## config.mk

```make
export PLATFORM = sky130hd
export DESIGN_NAME = ssf_top
export DESIGN_NICKNAME = d
export VERILOG_FILES = /design/src/ssf_pkg.sv /design/src/ssf_top.sv /design/src/ssf_sync.sv /design/src/ssf_bitrx.sv
export SDC_FILE = /design/constraint.sdc
export NUM_CORES = 1
export LEC_CHECK = 0
export BUFFER_PORTS_ARGS = -buffer_cell sky130_fd_sc_hd__buf_2
export CAP_MARGIN = 10
export CORE_MARGIN = 2
export CORE_UTILIZATION = 38
export CTS_BUF_LIST = sky130_fd_sc_hd__clkbuf_8 sky130_fd_sc_hd__clkbuf_16
export DETAILED_ROUTE_END_ITERATION = 10
export GPL_ROUTABILITY_DRIVEN = 0
export HOLD_SLACK_MARGIN = 0.05
export PLACE_DENSITY_LB_ADDON = 0.08
export SLEW_MARGIN = 10
export SYNTH_ARGS = -nofsm -noshare
export SYNTH_HDL_FRONTEND = slang
export SYNTH_HIERARCHICAL = 1
export SYNTH_SLANG_ARGS = --single-unit
```

## constraint.sdc

```tcl
create_clock -name CLK_IN -period 2.9 [get_ports CLK_IN]
set_input_delay 0.58 -clock CLK_IN [delete_from_list [all_inputs] [get_ports CLK_IN]]
set_output_delay 0.58 -clock CLK_IN [all_outputs]
set_load 0.02 [all_outputs]
```

## src/ssf_pkg.sv

```systemverilog
// shared constants and types of the slave status flag block
package ssf_pkg;
  // register byte offsets
  localparam logic [7:0] OFS_STATUS = 8'h00;
  localparam logic [7:0] OFS_CTRL   = 8'h04;
  localparam logic [7:0] OFS_ID0    = 8'h08;
  localparam logic [7:0] OFS_ALT    = 8'h18;
  localparam logic [7:0] OFS_RXDATA = 8'h1c;
  localparam logic [7:0] OFS_IRQST  = 8'h20;
  localparam logic [7:0] OFS_IRQMSK = 8'h24;
  // slave_status field positions
  localparam int ST_IDX_LSB = 11;
  localparam int ST_STOP    = 10;
  localparam int ST_GCT_LSB = 8;
  localparam int ST_GC      = 7;
  localparam int ST_BUSY    = 6;
  localparam int ST_NACK    = 5;
  // slave_control field positions
  localparam int CT_STOP_IEN = 0;
  localparam int CT_GC_CLR   = 1;
  localparam int CT_NACK_EN  = 2;
  // irq status and mask bit positions
  localparam int IRQ_STOP = 0;
  localparam int IRQ_GC   = 1;
  localparam int IRQ_NACK = 2;
  // reset values
  localparam logic [2:0]  CTRL_RST = 3'h0;
  localparam logic [6:0]  ID_RST   = 7'h00;
  localparam logic [2:0]  IRQ_RST  = 3'h0;
  localparam logic [31:0] RD_RST   = 32'h0;
  // general call codes and types; ack bit counter values
  localparam logic [7:0] GC_ADDR     = 8'h00;
  localparam logic [7:0] GC_RST_PROG = 8'h06;
  localparam logic [7:0] GC_PROG     = 8'h04;
  localparam logic [1:0] GCT_NONE    = 2'h0;
  localparam logic [1:0] GCT_RST     = 2'h1;
  localparam logic [1:0] GCT_PROG    = 2'h2;
  localparam logic [1:0] GCT_HW      = 2'h3;
  localparam logic [3:0] ACK_BIT     = 4'h8;
  localparam logic [3:0] ACK_DONE    = 4'h9;
  // protocol states of the slave
  typedef enum logic [1:0] {
    ST_IDLE  = 2'b00,
    ST_ADDR  = 2'b01,
    ST_GC2   = 2'b10,
    ST_WDATA = 2'b11
  } ssf_state_t;
  // bus events from the bit receiver
  typedef struct packed {
    logic       start;
    logic       stop;
    logic       byte_done;
    logic       ack_win;
    logic [7:0] data;
  } ssf_ev_t;
endpackage : ssf_pkg

```

## src/ssf_top.sv

```systemverilog
// i2c slave status flags with apb registers and interrupt
//
// The register addresses and the APB register port were decided locally.
`timescale 1ns/1ps
`default_nettype none
module ssf_top (
  input  wire logic        CLK_IN,      // 25 mhz system clock
  input  wire logic        RSTN_IN,     // sync reset, low
  input  wire logic        PSEL_IN,     // apb select
  input  wire logic        PENABLE_IN,  // apb enable
  input  wire logic        PWRITE_IN,   // apb write
  input  wire logic [7:0]  PADDR_IN,    // apb byte address
  input  wire logic [31:0] PWDATA_IN,   // apb write data
  output logic      [31:0] PRDATA_OUT,  // apb read data
  output logic             PREADY_OUT,  // apb ready
  output logic             PSLVERR_OUT, // unmapped access
  input  wire logic        SCL_IN,      // i2c clock pin
  input  wire logic        SDA_IN,      // i2c data pin level
  output logic             SDA_OUT,     // data drive value
  output logic             SDA_OE_OUT,  // data drive enable
  input  wire logic        TX_EMPTY_IN, // transmit data absent
  output logic             IRQ_OUT      // interrupt, high
);
  logic [1:0]             pins_s;
  ssf_pkg::ssf_ev_t       ev;
  ssf_pkg::ssf_state_t    state_reg;
  logic [2:0]             ctrl_reg;
  logic [6:0]             id_reg [4];
  logic [6:0]             alt_reg;
  logic [2:0]             mask_reg;
  logic [2:0]             irqst_reg;
  logic [7:0]             rx_reg;
  logic                   addressed_reg;
  logic                   ack_en_reg;
  logic [1:0]             idx_reg;
  logic                   stop_reg;
  logic [1:0]             gct_reg;
  logic                   gc_reg;
  logic                   busy_reg;
  logic                   nack_reg;
  logic [3:0]             hit;
  logic [1:0]             hit_idx;
  logic                   setup;
  logic                   acc;
  logic                   wr_ctrl;
  logic                   rd_stat;
  logic                   gc_clr;
  logic                   adr_byte;
  logic                   gc2_byte;
  logic                   gc_rst;
  logic                   nack_now;
  logic [2:0]             irq_ev;
  logic [31:0]            rd_mux;
  logic                   rd_ok;
  // pins come from another clock domain
  ssf_sync #(.W(2)) u_sync (
    .clk_in  (CLK_IN),
    .rstn_in (RSTN_IN),
    .d_in    ({SCL_IN, SDA_IN}),
    .q_out   (pins_s)
  );
  ssf_bitrx u_bitrx (
    .clk_in  (CLK_IN),
    .rstn_in (RSTN_IN),
    .scl_in  (pins_s[1]),
    .sda_in  (pins_s[0]),
    .ev_out  (ev)
  );
  // address compare against all four slave address registers
  for (genvar i = 0; i < 4; i++) begin : g_hit
    assign hit[i] = id_reg[i] == ev.data[7:1];
  end
  // lowest matching register wins
  assign hit_idx = hit[0] ? 2'h0 : hit[1] ? 2'h1 : hit[2] ? 2'h2 : 2'h3;
  // apb strobes; access edge is where writes land
  assign setup    = PSEL_IN & ~PENABLE_IN;
  assign acc      = PSEL_IN & PENABLE_IN & PREADY_OUT;
  assign wr_ctrl  = acc & PWRITE_IN & PADDR_IN == ssf_pkg::OFS_CTRL;
  assign rd_stat  = acc & ~PWRITE_IN & PADDR_IN == ssf_pkg::OFS_STATUS;
  assign gc_clr   = wr_ctrl & PWDATA_IN[ssf_pkg::CT_GC_CLR];
  assign adr_byte = ev.byte_done & state_reg == ssf_pkg::ST_ADDR;
  assign gc2_byte = ev.byte_done & state_reg == ssf_pkg::ST_GC2;
  assign gc_rst   = gc2_byte & ev.data == ssf_pkg::GC_RST_PROG;
  // nack when forced or a read finds nothing to send
  assign nack_now = ctrl_reg[ssf_pkg::CT_NACK_EN] | (ev.data[0] & TX_EMPTY_IN);
  // protocol state; a start in any state reopens the address phase
  always_ff @(posedge CLK_IN) begin
    if (!RSTN_IN) begin
      state_reg     <= ssf_pkg::ST_IDLE;
      addressed_reg <= 1'b0;
      ack_en_reg    <= 1'b0;
    end else if (ev.stop) begin
      state_reg     <= ssf_pkg::ST_IDLE;
      addressed_reg <= 1'b0;
      ack_en_reg    <= 1'b0;
    end else if (ev.start) begin
      state_reg  <= ssf_pkg::ST_ADDR;
      ack_en_reg <= 1'b0;
    end else if (ev.byte_done) begin
      case (state_reg)
        ssf_pkg::ST_ADDR: begin
          if (|hit) begin
            state_reg     <= ev.data[0] ? ssf_pkg::ST_IDLE : ssf_pkg::ST_WDATA;
            addressed_reg <= 1'b1;
            ack_en_reg    <= ~nack_now;
          end else if (ev.data == ssf_pkg::GC_ADDR) begin
            state_reg  <= ssf_pkg::ST_GC2;
            ack_en_reg <= 1'b1;
          end else begin
            state_reg  <= ssf_pkg::ST_IDLE;
            ack_en_reg <= 1'b0;
          end
        end
        ssf_pkg::ST_GC2: begin
          state_reg  <= ssf_pkg::ST_WDATA;
          ack_en_reg <= 1'b1;
        end
        ssf_pkg::ST_WDATA: begin
          ack_en_reg <= ~ctrl_reg[ssf_pkg::CT_NACK_EN];
        end
        default: begin
          ack_en_reg <= 1'b0;
        end
      endcase
    end
  end
  // open drain: only ever pull low, during our ack bit
  always_ff @(posedge CLK_IN) begin
    if (!RSTN_IN) begin
      SDA_OUT    <= 1'b0;
      SDA_OE_OUT <= 1'b0;
    end else begin
      SDA_OUT    <= 1'b0;
      SDA_OE_OUT <= ev.ack_win & ack_en_reg;
    end
  end
  // software registers; a general call reset restores them too
  always_ff @(posedge CLK_IN) begin
    if (!RSTN_IN || gc_rst) begin
      ctrl_reg <= ssf_pkg::CTRL_RST;
      alt_reg  <= ssf_pkg::ID_RST;
      mask_reg <= ssf_pkg::IRQ_RST;
      for (int k = 0; k < 4; k++) id_reg[k] <= ssf_pkg::ID_RST;
    end else if (acc && PWRITE_IN) begin
      if (PADDR_IN == ssf_pkg::OFS_CTRL) begin
        ctrl_reg <= PWDATA_IN[2:0] & 3'h5; // clear bit never stored
      end
      if (PADDR_IN == ssf_pkg::OFS_ALT) alt_reg <= PWDATA_IN[6:0];
      if (PADDR_IN == ssf_pkg::OFS_IRQMSK) mask_reg <= PWDATA_IN[2:0];
      for (int k = 0; k < 4; k++) begin
        if (PADDR_IN == ssf_pkg::OFS_ID0 + 8'(4 * k)) id_reg[k] <= PWDATA_IN[6:0];
      end
    end
  end
  // match index, nack flag and received data
  always_ff @(posedge CLK_IN) begin
    if (!RSTN_IN || gc_rst) begin
      idx_reg  <= 2'h0;
      nack_reg <= 1'b0;
      rx_reg   <= 8'h00;
    end else if (adr_byte && |hit) begin
      idx_reg  <= hit_idx;
      nack_reg <= nack_now;
    end else if (adr_byte || (ev.byte_done && state_reg == ssf_pkg::ST_WDATA)) begin
      nack_reg <= 1'b0;
      if (!adr_byte) rx_reg <= ev.data;
    end else if (gc2_byte && ev.data[0]) begin
      rx_reg <= ev.data;
    end
  end
  // stop after addressed start; the stop event beats the read clear
  always_ff @(posedge CLK_IN) begin
    if (!RSTN_IN || gc_rst) begin
      stop_reg <= 1'b0;
    end else if (ev.stop && addressed_reg) begin
      stop_reg <= 1'b1;
    end else if (rd_stat) begin
      stop_reg <= 1'b0;
    end
  end
  // general call type and flag survive the general call reset
  always_ff @(posedge CLK_IN) begin
    if (!RSTN_IN) begin
      gct_reg <= ssf_pkg::GCT_NONE;
      gc_reg  <= 1'b0;
    end else if (gc2_byte) begin
      gc_reg <= 1'b1;
      if (ev.data == ssf_pkg::GC_RST_PROG) gct_reg <= ssf_pkg::GCT_RST;
      else if (ev.data == ssf_pkg::GC_PROG) gct_reg <= ssf_pkg::GCT_PROG;
      else if (ev.data[0] && ev.data[7:1] == alt_reg) gct_reg <= ssf_pkg::GCT_HW;
    end else if (gc_clr) begin
      gct_reg <= ssf_pkg::GCT_NONE;
      gc_reg  <= 1'b0;
    end
  end
  // busy from start until mismatch or stop
  always_ff @(posedge CLK_IN) begin
    if (!RSTN_IN || gc_rst) begin
      busy_reg <= 1'b0;
    end else if (ev.start) begin
      busy_reg <= 1'b1;
    end else if (ev.stop || (adr_byte && !(|hit) && ev.data != ssf_pkg::GC_ADDR)) begin
      busy_reg <= 1'b0;
    end
  end
  // sticky interrupt status, write one to clear, new events win
  assign irq_ev[ssf_pkg::IRQ_STOP] = ev.stop & addressed_reg & ctrl_reg[ssf_pkg::CT_STOP_IEN];
  assign irq_ev[ssf_pkg::IRQ_GC]   = gc2_byte;
  assign irq_ev[ssf_pkg::IRQ_NACK] = adr_byte & (|hit) & nack_now;

  always_ff @(posedge CLK_IN) begin
    if (!RSTN_IN || gc_rst) begin
      irqst_reg <= ssf_pkg::IRQ_RST;
    end else if (acc && PWRITE_IN && PADDR_IN == ssf_pkg::OFS_IRQST) begin
      irqst_reg <= (irqst_reg & ~PWDATA_IN[2:0]) | irq_ev;
    end else begin
      irqst_reg <= irqst_reg | irq_ev;
    end
  end

  always_ff @(posedge CLK_IN) begin
    if (!RSTN_IN) IRQ_OUT <= 1'b0;
    else IRQ_OUT <= |(irqst_reg & mask_reg);
  end

  // read mux, captured in the setup cycle
  always_comb begin
    rd_mux = 32'h0;
    rd_ok  = 1'b1;
    case (PADDR_IN)
      ssf_pkg::OFS_STATUS: begin
        rd_mux[ssf_pkg::ST_IDX_LSB +: 2] = idx_reg;
        rd_mux[ssf_pkg::ST_STOP]         = stop_reg;
        rd_mux[ssf_pkg::ST_GCT_LSB +: 2] = gct_reg;
        rd_mux[ssf_pkg::ST_GC]           = gc_reg;
        rd_mux[ssf_pkg::ST_BUSY]         = busy_reg;
        rd_mux[ssf_pkg::ST_NACK]         = nack_reg;
      end
      ssf_pkg::OFS_CTRL:   rd_mux[2:0] = ctrl_reg;
      8'h08:               rd_mux[6:0] = id_reg[0];
      8'h0c:               rd_mux[6:0] = id_reg[1];
      8'h10:               rd_mux[6:0] = id_reg[2];
      8'h14:               rd_mux[6:0] = id_reg[3];
      ssf_pkg::OFS_ALT:    rd_mux[6:0] = alt_reg;
      ssf_pkg::OFS_RXDATA: rd_mux[7:0] = rx_reg;
      ssf_pkg::OFS_IRQST:  rd_mux[2:0] = irqst_reg;
      ssf_pkg::OFS_IRQMSK: rd_mux[2:0] = mask_reg;
      default:             rd_ok = 1'b0;
    endcase
  end

  // no wait states: ready is high in the first access cycle
  always_ff @(posedge CLK_IN) begin
    if (!RSTN_IN) begin
      PREADY_OUT  <= 1'b0;
      PSLVERR_OUT <= 1'b0;
      PRDATA_OUT  <= ssf_pkg::RD_RST;
    end else begin
      PREADY_OUT  <= setup;
      PSLVERR_OUT <= setup & ~rd_ok;
      if (setup) PRDATA_OUT <= rd_mux;
    end
  end
endmodule : ssf_top
`default_nettype wire

```

## src/ssf_sync.sv

```systemverilog
// two flop synchroniser for pin inputs
`timescale 1ns/1ps
`default_nettype none
module ssf_sync #(
  parameter int W = 2
) (
  input  wire logic         clk_in,  // system clock
  input  wire logic         rstn_in, // sync reset, low
  input  wire logic [W-1:0] d_in,    // async inputs
  output logic      [W-1:0] q_out    // synchronised
);
  logic [W-1:0] meta_reg;

  // first stage feeds only the second; idle bus level is high
  always_ff @(posedge clk_in) begin
    if (!rstn_in) begin
      meta_reg <= '1;
      q_out    <= '1;
    end else begin
      meta_reg <= d_in;
      q_out    <= meta_reg;
    end
  end
endmodule : ssf_sync
`default_nettype wire

```

## src/ssf_bitrx.sv

```systemverilog
// start, stop and byte framing from sampled scl and sda
`timescale 1ns/1ps
`default_nettype none
module ssf_bitrx (
  input  wire logic        clk_in,  // system clock
  input  wire logic        rstn_in, // sync reset, low
  input  wire logic        scl_in,  // synchronised scl
  input  wire logic        sda_in,  // synchronised sda
  output ssf_pkg::ssf_ev_t ev_out   // bus events
);
  logic       scl_q;
  logic       sda_q;
  logic [3:0] cnt_reg;
  logic [7:0] shf_reg;
  logic       rise;
  logic       fall;

  assign rise = scl_in & ~scl_q;
  assign fall = ~scl_in & scl_q;

  // edge history of the two lines
  always_ff @(posedge clk_in) begin
    if (!rstn_in) begin
      scl_q <= 1'b1;
      sda_q <= 1'b1;
    end else begin
      scl_q <= scl_in;
      sda_q <= sda_in;
    end
  end

  // bit counter: 0..7 data, 8 ack bit, 9 ack sampled
  always_ff @(posedge clk_in) begin
    if (!rstn_in) begin
      cnt_reg <= 4'h0;
      shf_reg <= 8'h00;
    end else if (scl_in && scl_q && sda_q != sda_in) begin
      cnt_reg <= 4'h0; // start or stop restarts framing
    end else if (rise && cnt_reg < ssf_pkg::ACK_DONE) begin
      cnt_reg <= cnt_reg + 4'h1;
      if (cnt_reg < ssf_pkg::ACK_BIT) shf_reg <= {shf_reg[6:0], sda_in};
    end else if (fall && cnt_reg == ssf_pkg::ACK_DONE) begin
      cnt_reg <= 4'h0;
    end
  end

  // one cycle event pulses plus the ack window level
  always_ff @(posedge clk_in) begin
    if (!rstn_in) begin
      ev_out <= '0;
    end else begin
      ev_out.start     <= scl_in & scl_q & sda_q & ~sda_in;
      ev_out.stop      <= scl_in & scl_q & ~sda_q & sda_in;
      ev_out.byte_done <= rise && cnt_reg == 4'h7;
      ev_out.data      <= {shf_reg[6:0], sda_in};
      if (fall && cnt_reg == ssf_pkg::ACK_BIT) ev_out.ack_win <= 1'b1;
      else if ((fall && cnt_reg == ssf_pkg::ACK_DONE) || scl_q && sda_q != sda_in)
        ev_out.ack_win <= 1'b0;
    end
  end
endmodule : ssf_bitrx
`default_nettype wire

```

==> results of run 1 <==
-- worst reg2reg max path, stage by stage, from the launching register on --
cell      delay (ns)
dfxtp_1         0.64
xor2_1          0.13
nor4_1          0.50
nand4_1         0.32
nand4b_2        0.28
nand3_4         0.12
mux2_4          0.30
-- Yosys cell counts, drive strengths merged, types with 6 or more instances --
cell type  instances  area share, %
a21boi             7           0.97
a21oi             19            1.8
a31oi              8           0.92
and2              33            3.8
and3               6           0.69
buf               39            5.4
clkbuf             6           0.41
dfxtp             81             30
edfxtp            28             15
ha                 7            1.6
inv               18            1.2
mux2i             28            5.2
nand2             41            3.0
nand2b            12            1.4
nand3             23            2.4
nand4              8           0.92
nor2              58            4.1
nor3              17            1.7
nor4               8            1.9
o21ai             29            2.7
xnor2             21            3.4
xor2              15            2.4
-- per-stage QoR --
step	std cells	utilization [%]	cell area, um^2
global placement	773	41.3	5760
global route	789	43.5	6070
detailed placement	773	41.3	5760
finish	789	43.5	6070
floorplan	579	-	5510
CTS	789	43.5	6060
-- routing by layer --
| metal | vias up | GRT usage [%] | part of all wire, % |
|---|---|---|---|
| met3 | 19 | 3.66 | 5.3 |
| met1 | 1975 | 26.5 | 46 |
| li1 | 1995 | - | - |
| met2 | 121 | 29.8 | 46 |
| met5 | - | 0 | 0 |
| met4 | 0 | 8.31 | 2.2 |
-- final timing paths --
| path | start | slack, ns | to | cells past startpoint |
|---|---|---|---|---|
| hold / removal | SDA_IN | 0.41 | u_sync/meta_reg[0] | 2 |
| hold reg to reg | u_sync/meta_reg[0] | 0.41 | u_sync/q_out[0] | 1 |
| setup / recovery | u_bitrx/ev_out[7] | 0.50 | idx_reg[0] | 6 |
| setup reg to reg | u_bitrx/ev_out[7] | 0.50 | idx_reg[0] | 6 |
-- logic make-up after synthesis --
group	after synthesis	share of synthesized area (%)
compound gates	88	10.1
xor+xnor	36	5.80
fa+ha+maj	7	1.61
buf+inv	63	7.05
flops	109	45.3
mux	33	7.09
other cells	1	0.0690
simple gates	223	23.0
-- report_power, final --
group | internal [W] | switching, W | leakage [nW]
sequential | 0.00158 | 0.0000252 | 0.956
combinational | 0.0000805 | 0.000166 | 1.31
clock | 0.000648 | 0.000604 | 0.147
total | 0.00231 | 0.000795 | 2.41
-- cell type report --
cell class	count	area, um^2	share of cell area, %
Inverter	18	67.6	1.11
Sequential cell	109	2460	40.6
Timing Repair Buffer	59	345	5.69
Tap cell	180	225	3.71
Clock buffer	10	250	4.13
Clock inverter	6	50.0	0.825
Multi-Input combinational cell	407	2670	43.9
==> impl_results.md, run 1 <==
* Arrival @ worst endpoint at around 2.6 ns
* Crit-path slowest cell: dfxtp_1
* GRT Overall Usage at just under 20%
* Outcome: complete, no violations
* Cell Chain, Critical Path: xor2_1 -> nor4_1 -> nand4_1 -> nand4b_2 -> nand3_4 -> mux2_4
* Grt total ovfl at 0
* Total of warnings raised by yosys at 6
* Syn Area/Cell at a little under 10 um^2
* Commonest non-fill, non-tap cells in the layout: dfxtp_1 (81), nor2_1 (57), nand2_1 (40)
* Total power at between 0.003 and 0.004 W
* Routed Antenna Nets at 0
* CP peak stage delay at approximately 0.64 ns
* Vias/cell at between 5 and 6
* Post-synthesis sequential area ratio at between 40% and 50%
* Number of global-route vias before repair at roughly 3800
* Synth Flop Type: dfxtp_1
* Clock Sinks at around 110
* Die area at between 15000 and 20000 um^2
* CP delay by family, top: simple AND/OR/NAND/NOR gates
* Layout area overhead at 11.6%
* CTS max path bufs at 2
* Slew HR at a little over two fifths
* Final setup fails at 0
* DRC viols at 0
* RSZ-0062 raised after global routing: false
* Die W at about 120 um
* Peak supply drop at about 330 uV
* Post-CTS Setup Inserts at 0
* CTS tree: done
* Clk_lat worst skew at 0.36 ns
* Most common cell after layout, fill and taps aside: dfxtp_1
* Final Hold Fails at 0
* Post-Syn Area at 5430 um^2
* Final WS setup at between 0.5 and 0.6 ns
* I/O pins at 85
* PD cells at 512 nW/um^2
* Number of buffers and inverters on the critical path at 0
* Max Cap Violations at 0
* Core area at about 14000 um^2
* Inserted Clock Buffers at 9
* Pin count of the biggest net entering global routing at 38
* Crit start category: flop
* Post-DP HPWL at between 10000 and 15000 um
* Starting Density at about two fifths
* Pins Over Slew Limit at 0
* Synth cell types at 66
* Post-Route WL at 13900 um
* Highest Clock Rate at between 0.4 and 0.5 GHz
* Pre-CTS setup slack at 0.216 ns
* Crit share post-route at 82.6%
* Worst-path clk slew at about 0.080 ns
* Nets at ~660
* N_diodes at 0
* Clk root buf: clkbuf_16
* Vias at between 4000 and 5000
* Die height at ~120 um
* # fillers at about 1400
* Skew final at around 0.008 ns
* Buffers on Ports at 39
* Layout cells sized above 1 at between 10% and 20%
* Min Tclk post-route at 2.40 ns
* Hold WS at 0.407 ns
* Slew of the pin with the lowest slew margin at between 0.8 and 0.9 ns
* Yosys reg bits at 109
* Initial antenna violation count at 0
* EDFF count, synth at 28
* Max reg flops at 28
* Setup TNS at 0 ns
* Post-CTS sizing at 0
* Post-Synthesis Cells at 560
* CP max FO at 7
* Wire per inst at approximately 18 um
* Crit end category: flop
* Drt pass-1 iters at 5
* H-tree levels at 3
* DR iter-0 viols at 272
* Global-route wire length before repair at about 22000 um
* Hold crit path type: in2reg
* Asr flop ratio synth at 0%
* CP Data Required Time at roughly 3.2 ns
* Leakage at around 2.4 nW
* # rows at between 40 and 50
* Hold buffer count at cts at 0
* Critical setup path kind: reg2reg
Note: power is estimated with default switching activity, not from simulation.
==> run 2: changes to the inputs <==
==> constraint.sdc (replaced) <==
create_clock -name CLK_IN -period 2.29 [get_ports CLK_IN]
set_input_delay 0.458 -clock CLK_IN [delete_from_list [all_inputs] [get_ports CLK_IN]]
set_output_delay 0.458 -clock CLK_IN [all_outputs]
set_load 0.02 [all_outputs]
==> run 2 against run 1 <==
Flip-flop and latch count stayed put. Combinational power is 33% higher. Global-route usage is 0.72 points lower. Clock skew is 0.0034 ns lower. Utilization is 0.91 points higher. First-iteration DRC count is 7.7% higher. Critical path depth stayed put. Maximum frequency is 12% higher. Final cell count is 2.4% higher. Design area is 2.1% higher. Clock-buffer cell count is 1 higher. Critical endpoint is now id_reg[0][2]. Largest power group unchanged. Highest routed layer unchanged.
==> impl_results.md, run 2 (synthesized netlist as in run 1, its figures left out) <==
* Post-Route WL at about 14000 um
* Clk root buf: clkbuf_16
* Pin count of the biggest net entering global routing at 38
* Commonest non-fill, non-tap cells in the layout: dfxtp_1 (81), nor2_1 (57), nand2_1 (40)
* Starting Density at 39.0%
* Leakage at 2.50 nW
* Vias/cell at 5.19
* DRC viols at 0
* Highest Clock Rate at around 0.47 GHz
* Arrival @ worst endpoint at ~2.3 ns
* Internal power at 0.00292 W
* I/O pins at 85
* Global-route wire length before repair at 20900 um
* CP startpoint: u_bitrx/ev_out[7]
* Grt total ovfl at 0
* Max Cap Violations at 0
* Hold crit path type: in2reg
* Clock Sinks at about 110
* Die W at ~120 um
* Metal3 WL at between 600 and 700 um
* Dpl cells at slightly below 800
* DR iter-0 viols at roughly 290
* CP max FO at 14
* RSZ-0062 raised after global routing: false
* # rows at 43
* Final instance area at around 6200 um^2
* Clk_lat worst skew at between 0.3 and 0.4 ns
* Min Tclk post-route at about 2.1 ns
* Initial antenna violation count at 0
* Setup TNS at 0 ns
* Wire per inst at about 17 um
* Placed inst area at slightly below 6000 um^2
* CP Data Required Time at ~2.4 ns
* CTS tree: done
* Vias at around 4200
* H-tree levels at 3
* Core area at around 14000 um^2
* Slew HR at a little over half
* Layout area overhead at 14.0%
* Die height at approximately 120 um
* Outcome: complete, no violations
* Hold Startpoint: SDA_IN
* Clock power share at between 30% and 40%
* Most common cell after layout, fill and taps aside: dfxtp_1
* Met2 layer wire length in the routed design at roughly 6100 um
* Flop pwr share at roughly 53%
* GRT Overall Usage at roughly a fifth
* Sw power at roughly 0.00096 W
* CTS max path bufs at 2
* Layout cells sized above 1 at between 10% and 20%
* Met1 wire length at approximately 6600 um
* Logic pwr share at roughly 8.5%
* Hold buffer count at cts at 0
* Drt pass-1 iters at 5
* Final setup fails at 0
* Max layer used: met4
* Crit start category: flop
* Slew of the pin with the lowest slew margin at 0.702 ns
* Routed Antenna Nets at 0
* Crit end category: flop
* Max reg flops at 28
* Buffers on Ports at 39
* Inserted Clock Buffers at 9
* Switching part of the total at 24.7%
* Final Hold Fails at 0
* Nets at between 600 and 700
* Peak supply drop at 333 uV
* Skew final at around 0.0047 ns
* Worst-path clk slew at 0.07 ns
* Number of global-route vias before repair at about 3800
* PD cells at 625 nW/um^2
* Post-DP HPWL at between 10000 and 15000 um
* Die area at 15300 um^2
* N_diodes at 0
* Crit share post-route at between 90% and 100%
* # fillers at 1385
* Post-route insts no fill at 808
* Worst r2r src: u_bitrx/ev_out[7]
* Pins Over Slew Limit at 0
* Critical setup path kind: reg2reg
run 2: what timing repair did:
| item | in CTS | in global routing |
|---|---|---|
| gates resized for setup | 1 | 0 |
| endpoints found under the setup margin | 21 | 0 |
| setup buffers | 0 | 0 |
run 2: stage by stage:
step | setup slack [ns] | hold WS, ns | total power (W) | util [%]
after floorplan | 0.140 | 0.386 | 0.00230 | -
after global placement | 0.0359 | 0.396 | 0.00240 | 42.3
after detailed placement | -0.0285 | 0.402 | 0.00240 | 42.3
after CTS | 0.117 | 0.272 | 0.00392 | 44.4
after global routing | 0.00289 | 0.289 | 0.00402 | 44.4
final | 0.147 | 0.279 | 0.00387 | 44.4
run 2: metal layers:
layer | vias to the layer above | GRT usage (%)
li1 | 2044 | -
met4 | 0 | 8.17
met3 | 22 | 2.93
met1 | 2010 | 26.3
met2 | 118 | 28.2
met5 | - | 0
run 2: final cells by class:
class	instances	area [um^2]	share of cell area (%)
Multi-Input combinational cell	407	2660	43.0
Sequential cell	109	2460	39.8
Timing Repair Buffer	78	485	7.84
Clock buffer	11	253	4.08
Tap cell	180	225	3.64
Inverter	18	67.6	1.09
Clock inverter	5	35.0	0.566
run 2: worst max-delay path, stage by stage (launching register included):
cell	delay (ns)
dfxtp_1	0.42
nor4_4	0.37
nand3_1	0.18
nor2_2	0.20
a21bo_2	0.39
nor4_2	0.16
and2_1	0.19
run 2: power groups by stage:
stage | Combinational (W) | Sequential, W | Clock (W)
6_report | 0.000328 | 0.00203 | 0.00151
5_1_grt | 0.000360 | 0.00203 | 0.00162
2_1_floorplan | 0.000231 | 0.00207 | 0
3_3_place_gp | 0.000324 | 0.00208 | 0
3_5_place_dp | 0.000326 | 0.00208 | 0
4_1_cts | 0.000328 | 0.00203 | 0.00156
run 2: path summary, 6_finish.rpt:
kind	to	slack (ns)	depth (start not counted)
worst min register to register	u_sync/q_out[1]	0.41	1
worst min-delay path	u_sync/meta_reg[0]	0.28	2
worst max register to register	id_reg[0][2]	0.15	6
worst max-delay path	id_reg[0][2]	0.15	6
